[src/fpp_map.svh]
`ifndef FPP_MAP_SVH
`define FPP_MAP_SVH
`define FPP_OFF_PAGE      8'hE0
`define FPP_OFF_SECLOCK   8'hC0
`define FPP_OFF_RDLOCK    8'hC2
`define FPP_OFF_PWR0      8'hB0
`define FPP_OFF_PWR1      8'hB4
`define FPP_OFF_FLASH_CMD 8'h00
`define FPP_RST_PAGE      8'h00
`define FPP_RST_PWR0      8'h00
`define FPP_RST_PWR1      8'h00
`define FPP_CMD_RESET     8'hF0
`define FPP_TURBO_BIT     3
`define FPP_RDLOCK_BIT    7
`define FPP_IDLE_NS       70
`define FPP_CLK_NS        4
`define FPP_IDLE_CYC      ((`FPP_IDLE_NS + `FPP_CLK_NS - 1) / `FPP_CLK_NS)
`define FPP_ABORT_CYC     20'd250000
`endif

[src/fpp_pkg.sv]
package fpp_pkg;
  typedef struct packed {
    logic       wr;
    logic       rd;
    logic [7:0] addr;
    logic [7:0] wdata;
  } fpp_bus_t;
  typedef struct packed {
    logic       prog_busy;
    logic       bulk_busy;
    logic       sect_busy;
    logic       algo_timeout;
    logic       prog_one_on_zero;
  } fpp_flash_t;
  typedef enum logic [1:0] {
    FPP_READ_ARRAY = 2'b00,
    FPP_ABORTING   = 2'b01,
    FPP_ERROR_HOLD = 2'b10
  } fpp_state_t;
endpackage : fpp_pkg

[src/fpp_flash_protect.sv]
`timescale 1ns/100ps
`include "fpp_map.svh"
// What this block does
// - each sector has its own lock bit
// - locks change only via test port or full erase
// - program or erase on locked sector ignored
// - verify on locked sector returns stored data
// - lock status bit i is sector i
// - readout lock shown in bit seven
// - readout lock denies test port access
// - readout lock cleared only by full erase
// - processor keeps flash access under readout lock
// - one write resets flash to read array
// - reset ignored during program or bulk erase
// - reset in read array state aborts sector erase within milliseconds
// - page register read/write at offset E0h
// - page register clears on reset
// - page bits feed decoders and logic array
// - logic arrays get 64-signal input bus
// - turbo cleared gives standby after 70 ns
// - five power bits block control inputs
// - error flag on timeout or one-on-zero
module fpp_flash_protect
(
  input  wire logic               clk_in,
  input  wire logic               rst_in,
  input  wire fpp_pkg::fpp_bus_t  bus_in,
  input  wire fpp_pkg::fpp_flash_t flash_in,
  input  wire logic               tap_wr_in,
  input  wire logic [7:0]         tap_lock_in,
  input  wire logic               tap_lock_set_in,
  input  wire logic               chip_erase_done_in,
  input  wire logic               tap_access_in,
  input  wire logic               sec_erase_done_in,
  input  wire logic [2:0]         target_sector_in,
  input  wire logic               prog_req_in,
  input  wire logic               erase_req_in,
  input  wire logic [15:0]        addr_in,
  input  wire logic [2:0]         cntl_in,
  input  wire logic [7:0]         port_b_in,
  input  wire logic [7:0]         port_c_in,
  input  wire logic [2:0]         port_d_in,
  input  wire logic [7:0]         mcell_ab_fb_in,
  input  wire logic [7:0]         mcell_bc_fb_in,
  input  wire logic               ready_busy_in,
  output logic [7:0]              rdata_out,
  output logic [7:0]              page_bits_out,
  output logic [63:0]             array_bus_out,
  output logic                    prog_grant_out,
  output logic                    erase_grant_out,
  output logic                    tap_grant_out,
  output logic                    flash_reset_out,
  output logic                    sect_abort_out,
  output logic                    error_flag_out,
  output logic                    standby_out
);
  // ----------------------------------------------------------------
  // synchronisers for pin inputs
  // ----------------------------------------------------------------
  logic [7:0]  pb_m_r;
  logic [7:0]  pb_s_r;
  logic [7:0]  pc_m_r;
  logic [7:0]  pc_s_r;
  logic [2:0]  pd_m_r;
  logic [2:0]  pd_s_r;

  always_ff @(posedge clk_in)
  begin
    pb_m_r <= port_b_in;
    pb_s_r <= pb_m_r;
    pc_m_r <= port_c_in;
    pc_s_r <= pc_m_r;
    pd_m_r <= port_d_in;
    pd_s_r <= pd_m_r;
  end

  // ----------------------------------------------------------------
  // registers
  // ----------------------------------------------------------------
  logic [7:0]         page_r;
  logic [7:0]         page_nxt;
  logic [7:0]         seclock_r;
  logic [7:0]         seclock_nxt;
  logic               rdlock_r;
  logic               rdlock_nxt;
  logic [7:0]         pwr0_r;
  logic [7:0]         pwr0_nxt;
  logic [7:0]         pwr1_r;
  logic [7:0]         pwr1_nxt;
  logic [7:0]         rdata_r;
  logic [7:0]         rdata_nxt;
  logic               cmd_rst;

  assign cmd_rst = bus_in.wr && (bus_in.addr == `FPP_OFF_FLASH_CMD)
                   && (bus_in.wdata == `FPP_CMD_RESET);

  always_comb
  begin
    page_nxt    = page_r;
    seclock_nxt = seclock_r;
    rdlock_nxt  = rdlock_r;
    pwr0_nxt    = pwr0_r;
    pwr1_nxt    = pwr1_r;
    rdata_nxt   = 8'h00;
    if (bus_in.wr)
    begin
      unique case (bus_in.addr)
        `FPP_OFF_PAGE: page_nxt = bus_in.wdata;
        `FPP_OFF_PWR0: pwr0_nxt = bus_in.wdata;
        `FPP_OFF_PWR1: pwr1_nxt = bus_in.wdata;
        default:       page_nxt = page_r; // lock registers not writable
      endcase
    end
    // lock bits only move from the test port side or on full erase
    if (tap_wr_in && !rdlock_r)
      seclock_nxt = tap_lock_in;
    if (chip_erase_done_in)
    begin
      rdlock_nxt  = 1'b0;
      seclock_nxt = 8'h00;
    end
    // a lock set in the erase cycle survives it: fail towards secure
    if (tap_lock_set_in)
      rdlock_nxt = 1'b1;
    if (bus_in.rd)
    begin
      unique case (bus_in.addr)
        `FPP_OFF_PAGE:    rdata_nxt = page_r;
        `FPP_OFF_SECLOCK: rdata_nxt = seclock_r;
        `FPP_OFF_RDLOCK:  rdata_nxt = {rdlock_r, 7'h00};
        `FPP_OFF_PWR0:    rdata_nxt = pwr0_r;
        `FPP_OFF_PWR1:    rdata_nxt = pwr1_r;
        default:          rdata_nxt = 8'h00;
      endcase
    end
  end

  always_ff @(posedge clk_in)
  begin
    if (rst_in)
    begin
      page_r    <= `FPP_RST_PAGE;
      pwr0_r    <= `FPP_RST_PWR0;
      pwr1_r    <= `FPP_RST_PWR1;
      rdata_r   <= 8'h00;
    end
    else
    begin
      page_r    <= page_nxt;
      pwr0_r    <= pwr0_nxt;
      pwr1_r    <= pwr1_nxt;
      rdata_r   <= rdata_nxt;
    end
  end

  // lock state is nonvolatile: device reset leaves it alone
  always_ff @(posedge clk_in)
  begin
    seclock_r <= seclock_nxt;
    rdlock_r  <= rdlock_nxt;
  end

  // ----------------------------------------------------------------
  // flash command gating and reset sequencing
  // ----------------------------------------------------------------
  fpp_pkg::fpp_state_t st_r;
  fpp_pkg::fpp_state_t st_nxt;
  logic [19:0]         abort_cnt_r;
  logic [19:0]         abort_cnt_nxt;
  logic                err_r;
  logic                err_nxt;
  logic                pgnt_r;
  logic                pgnt_nxt;
  logic                egnt_r;
  logic                egnt_nxt;
  logic                tgnt_r;
  logic                tgnt_nxt;
  logic                frst_r;
  logic                frst_nxt;
  logic                ab_r;
  logic                ab_nxt;
  logic                locked;

  assign locked = seclock_r[target_sector_in];

  always_comb
  begin
    st_nxt        = st_r;
    abort_cnt_nxt = abort_cnt_r;
    err_nxt       = err_r;
    frst_nxt      = 1'b0;
    ab_nxt        = 1'b0;
    // locked sector: request dropped, array left as is; reads unaffected
    pgnt_nxt      = prog_req_in && !locked;
    egnt_nxt      = erase_req_in && !locked;
    // processor bus never gated by readout lock
    tgnt_nxt      = tap_access_in && !rdlock_r;
    unique case (st_r)
      fpp_pkg::FPP_READ_ARRAY:
      begin
        if (cmd_rst && !flash_in.prog_busy && !flash_in.bulk_busy)
        begin
          frst_nxt = 1'b1;
          err_nxt  = 1'b0;
          if (flash_in.sect_busy)
          begin
            ab_nxt        = 1'b1;
            abort_cnt_nxt = 20'h00000;
            st_nxt        = fpp_pkg::FPP_ABORTING;
          end
        end
        else if (flash_in.algo_timeout || flash_in.prog_one_on_zero)
        begin
          err_nxt = 1'b1;
          st_nxt  = fpp_pkg::FPP_ERROR_HOLD;
        end
      end
      fpp_pkg::FPP_ABORTING:
      begin
        abort_cnt_nxt = abort_cnt_r + 20'h00001;
        if (sec_erase_done_in || (abort_cnt_r == `FPP_ABORT_CYC))
          st_nxt = fpp_pkg::FPP_READ_ARRAY;
      end
      fpp_pkg::FPP_ERROR_HOLD:
      begin
        // flag stays until the processor resets the flash
        if (cmd_rst && !flash_in.prog_busy && !flash_in.bulk_busy)
        begin
          frst_nxt = 1'b1;
          err_nxt  = 1'b0;
          st_nxt   = fpp_pkg::FPP_READ_ARRAY;
        end
      end
      default: st_nxt = fpp_pkg::FPP_READ_ARRAY;
    endcase
    // a fault in the same cycle as a reset command must not be lost
    if (flash_in.algo_timeout || flash_in.prog_one_on_zero)
      err_nxt = 1'b1;
  end

  always_ff @(posedge clk_in)
  begin
    if (rst_in)
    begin
      st_r        <= fpp_pkg::FPP_READ_ARRAY;
      abort_cnt_r <= 20'h00000;
      err_r       <= 1'b0;
      pgnt_r      <= 1'b0;
      egnt_r      <= 1'b0;
      tgnt_r      <= 1'b0;
      frst_r      <= 1'b0;
      ab_r        <= 1'b0;
    end
    else
    begin
      st_r        <= st_nxt;
      abort_cnt_r <= abort_cnt_nxt;
      err_r       <= err_nxt;
      pgnt_r      <= pgnt_nxt;
      egnt_r      <= egnt_nxt;
      tgnt_r      <= tgnt_nxt;
      frst_r      <= frst_nxt;
      ab_r        <= ab_nxt;
    end
  end

  // ----------------------------------------------------------------
  // logic array input bus and power gating
  // ----------------------------------------------------------------
  logic [63:0] arr_r;
  logic [63:0] arr_nxt;
  logic [2:0]  cntl_g;
  logic        rst_g;

  // five blocking bits save power; only safe if the equations skip them
  assign cntl_g = cntl_in & ~{pwr0_r[2], pwr0_r[1], pwr0_r[0]};
  assign rst_g  = rst_in & ~pwr0_r[4];

  always_comb
  begin
    arr_nxt = {addr_in, cntl_g, rst_g, pb_s_r, pc_s_r, pd_s_r,
               page_r, mcell_ab_fb_in, mcell_bc_fb_in,
               ready_busy_in & ~pwr1_r[0]};
  end

  always_ff @(posedge clk_in)
  begin
    if (rst_in)
      arr_r <= 64'h0;
    else
      arr_r <= arr_nxt;
  end

  fpp_idle_det u_idle
  (
    .clk_in      (clk_in),
    .rst_in      (rst_in),
    .turbo_in    (pwr0_r[`FPP_TURBO_BIT]),
    .bus_in      (arr_r),
    .standby_out (standby_out)
  );

  assign rdata_out       = rdata_r;
  assign page_bits_out   = page_r;
  assign array_bus_out   = arr_r;
  assign prog_grant_out  = pgnt_r;
  assign erase_grant_out = egnt_r;
  assign tap_grant_out   = tgnt_r;
  assign flash_reset_out = frst_r;
  assign sect_abort_out  = ab_r;
  assign error_flag_out  = err_r;
endmodule : fpp_flash_protect

[src/fpp_idle_det.sv]
`timescale 1ns/100ps
`include "fpp_map.svh"
// standby detector: counts cycles of unchanged inputs
module fpp_idle_det
(
  input  wire logic        clk_in,
  input  wire logic        rst_in,
  input  wire logic        turbo_in,
  input  wire logic [63:0] bus_in,
  output logic             standby_out
);
  logic [63:0] last_r;
  logic [63:0] last_nxt;
  logic [4:0]  cnt_r;
  logic [4:0]  cnt_nxt;
  logic        stby_r;
  logic        stby_nxt;

  always_comb
  begin
    last_nxt = bus_in;
    cnt_nxt  = cnt_r;
    stby_nxt = 1'b0;
    if (turbo_in || (bus_in != last_r))
      cnt_nxt = 5'h00;
    else if (cnt_r != 5'(`FPP_IDLE_CYC))
      cnt_nxt = cnt_r + 5'h01;
    if (!turbo_in && (cnt_nxt == 5'(`FPP_IDLE_CYC)))
      stby_nxt = 1'b1;
  end

  always_ff @(posedge clk_in)
  begin
    if (rst_in)
    begin
      last_r <= 64'h0;
      cnt_r  <= 5'h00;
      stby_r <= 1'b0;
    end
    else
    begin
      last_r <= last_nxt;
      cnt_r  <= cnt_nxt;
      stby_r <= stby_nxt;
    end
  end

  assign standby_out = stby_r;
endmodule : fpp_idle_det

[config.mk]
export PLATFORM = sky130hd
export DESIGN_NAME = fpp_flash_protect
export DESIGN_NICKNAME = d
export VERILOG_FILES = /design/src/fpp_pkg.sv /design/src/fpp_flash_protect.sv /design/src/fpp_idle_det.sv
export VERILOG_INCLUDE_DIRS = /design/src
export SDC_FILE = /design/constraint.sdc
export NUM_CORES = 1
export LEC_CHECK = 0
export ABC_CLOCK_PERIOD_IN_PS = 4960
export BUFFER_PORTS_ARGS = -buffer_cell sky130_fd_sc_hd__buf_2
export CAP_MARGIN = 20
export CORE_MARGIN = 4
export CORE_UTILIZATION = 57
export DETAILED_ROUTE_END_ITERATION = 16
export MAX_ROUTING_LAYER = met4
export PLACE_DENSITY = 0.85
export SLEW_MARGIN = 10
export SYNTH_ARGS = -nofsm -noshare
export SYNTH_HDL_FRONTEND = slang
export SYNTH_SLANG_ARGS = --single-unit
[constraint.sdc]
create_clock -name clk_in -period 4.96 [get_ports clk_in]
set_input_delay 0.992 -clock clk_in [delete_from_list [all_inputs] [get_ports clk_in]]
set_output_delay 0.992 -clock clk_in [all_outputs]
set_load 0.02 [all_outputs]
==> results.json <==
{
  "layout.filler_cells": 982,
  "slew_violations": 0,
  "syn_nets": 882,
  "hold_viol": 0,
  "peakVddDrop_uv": 421,
  "rsz0062_at_grt": "false",
  "drtPass1Iterations": 6,
  "clk-insertion-delay-late_ns": 0.51,
  "die_x_um": 129,
  "htree_num_levels": 1,
  "numCtsBuffers": 24,
  "antenna_left": 0,
  "synth_warnings": 0,
  "crit_chain": "buf_2 > nor4_2 > and4b_1 > a31oi_4 > or4_1 > a21oi_1",
  "syn-instance-count": 780,
  "clk_pin_slew_ns": 0.06,
  "cts_tree": "done",
  "synth_area_leaders": "dfxtp_1, nor2b_1, xnor2_1",
  "status": "completed",
  "synth-edff-count": 0,
  "design.portCount": 185,
  "crit_type": "in -> reg",
  "cts_resized": 0,
  "wl_um": 18900,
  "wl_per_cell_um": 16.4,
  "post-route-util": 0.720,
  "area_growth_pct": 21.9,
  "core-area_um2": 14000,
  "ff_latch_area_um2": 4820,
  "comb_power_share": 0.057,
  "num_rows": 43,
  "yosysTopAreaCell": "dfxtp_1",
  "grt_max_degree": 89,
  "drive_above_1_share": 0.241,
  "portBuffers": 184,
  "cpPeakStageDelay_ns": 0.61,
  "syn_avg_cell_area_um2": 10.6,
  "dp_cells": 1109,
  "ys_seq_area_frac": 0.582,
  "mostFrequentLayoutCell": "dfxtp_1",
  "die_area_um2": 16500,
  "finalNonFillerCells": 1152,
  "cp_slowest_cell": "or4_1",
  "min_period_ns": 2.54,
  "hp-class": "reg -> reg",
  "setup_violations": 0,
  "cp.required_ns": 5.38,
  "design.final.nets": 1057,
  "r2r_setup_slack_ns": 3.05,
  "drv_cap": 0,
  "min_to": "pc_s_r[5]",
  "grt_pass1_wl_um": 29800,
  "clockRootBuffer": "clkbuf_16",
  "grt_pass1_vias": 5943,
  "hpwl_um": 13000,
  "cp_max_fo": 36,
  "ys_ff_latch": 241,
  "switching_share": 0.218,
  "min_path_cells": 0,
  "cp_data_arrival_time_ns": 2.96,
  "antenna_found_initial": 1,
  "p_leak_nw": 4.32,
  "p_int_mw": 3.23,
  "multi_input_area_um2": 3180,
  "worst_slew_pin_slew_ns": 0.911,
  "synth_ff_type": "dfxtp_1",
  "skew_ns": 0.0171,
  "synth_top_area_frac": 0.582,
  "r2r_start": "array_bus_out[24]",
  "routed-via-count": 6107,
  "p_per_area_nw_per_um2": 409,
  "setup_tns_ns": 0,
  "ys_async_sr_fraction": 0,
  "timing.fmax_ghz": 0.394,
  "crit_buf_inv": 1,
  "track_usage": 0.229,
  "final_cell_mix": "dfxtp_1, buf_2, nor2b_1",
  "drt_iter0_drc": 387,
  "cts_hold_buf": 0,
  "synthDistinctLibCells": 53,
  "max_slew_margin": 0.393,
  "switching_power_mw": 0.901,
  "start_util": 0.590,
  "vias_per_cell": 5.30,
  "timing.final.crit_share": 0.512,
  "seq_power_share": 0.494,
  "reg2reg_depth": 5,
  "power.share.clock": 0.449,
  "clkSinkCount": 241,
  "postCtsSetupBuffers": 0,
  "drc_errors": 0,
  "critical-path-top-delay-family": "simple AND/OR/NAND/NOR gates",
  "gp_congestion": 0.854,
  "synthesis.area_um2": 8290,
  "clock_path_buffers": 3,
  "die_h_um": 129,
  "cp-start-kind": "input port",
  "grt-ovfl-total": 0,
  "rr_endpoint": "u_idle.cnt_r[1]",
  "min_from": "pc_m_r[5]",
  "end_kind": "flop"
}
cell type report:
cell class,instances,share of cell area
flip-flops and latches,241,0.477
multi-input cells,474,0.315
repair buffers,186,0.0928
clock buffers,31,0.0670
well taps,180,0.0223
clock inverters,11,0.0152
inverters,28,0.0104
diodes,1,0.000248
registers in the layout, indices dropped and copies added (netlist names), 2 cells and up:
name and flops:
pc_s_r 8, pd_s_r 3, pwr1_r 8, pwr0_r 8
array_bus_out 64, pb_m_r 8, page_bits_out 8, rdata_out 8
u_idle.last_r 64, abort_cnt_r 20, st_r 2, u_idle.cnt_r 5
pb_s_r 8, seclock_r 8, pc_m_r 8, pd_m_r 3
cells by family (layout without fill, tap and decap cells):
family,Yosys count,count (layout),synth area share
AO/OA/AOI/OAI,82,82,0.0681
XOR/XNOR,48,48,0.0507
adder cells (fa/ha/maj),4,4,0.00604
buffers and inverters,65,256,0.0343
flip-flops,241,241,0.582
multiplexers,36,36,0.0466
other,1,2,0.000452
AND/OR/NAND/NOR,303,303,0.212
per-stage QoR:
stage | power [mW] | hold slack, ns | cell area, µm² | setup slack [ns]
2_1_floorplan | 2.21 | 0.310 | 8290 | 2.46
3_3_place_gp | 2.31 | 0.310 | 9270 | 2.00
3_5_place_dp | 2.32 | 0.312 | 9270 | 1.94
4_1_cts | 4.16 | 0.323 | 10100 | 2.47
5_1_grt | 4.27 | 0.330 | 10100 | 2.30
6_report | 4.13 | 0.327 | 10100 | 2.42
power by group through the flow:
| stage | logic (mW) | registers [mW] | clock network, mW |
|---|---|---|---|
| final | 0.236 | 2.04 | 1.86 |
| after global routing | 0.258 | 2.05 | 1.97 |
| after CTS | 0.238 | 2.04 | 1.88 |
| after detailed placement | 0.234 | 2.08 | 0 |
| after global placement | 0.228 | 2.08 | 0 |
| after floorplan | 0.108 | 2.11 | 0 |
worst max-delay path by stage:
stage	cells after the start	startpoint	to	slack, ns
after floorplan	6	bus_in[0]	abort_cnt_r[15]	2.46
after global placement	6	bus_in[13]	abort_cnt_r[17]	2.00
after detailed placement	6	bus_in[13]	abort_cnt_r[17]	1.94
after CTS	6	bus_in[13]	abort_cnt_r[18]	2.47
after global routing	6	bus_in[13]	abort_cnt_r[19]	2.30
final	6	bus_in[13]	abort_cnt_r[17]	2.42
metal layers:
metal | up-vias | wire, µm | global-route usage
met3 | 26 | 1200 | 0.0444
met4 | 0 | 306 | 0.0587
met5 | - | 0 | -
li1 | 3006 | - | -
met1 | 2894 | 7850 | 0.282
met2 | 181 | 9520 | 0.388
cell usage after synthesis (all sizes together), types with 6 or more instances:
| master | number |
|---|---|
| a21oi | 26 |
| o21ai | 10 |
| nand2b | 9 |
| buf | 12 |
| nand4 | 20 |
| dfxtp | 241 |
| mux2i | 33 |
| o22ai | 8 |
| xnor2 | 45 |
| a222oi | 8 |
| nand2 | 28 |
| nor3 | 8 |
| nand3 | 9 |
| nor4 | 12 |
| inv | 28 |
| nor3b | 7 |
| and2 | 6 |
| or4 | 10 |
| o31ai | 7 |
| or3 | 8 |
| nor2 | 49 |
| clkbuf | 25 |
| nor2b | 124 |
Power figures use the tool's default switching activity.
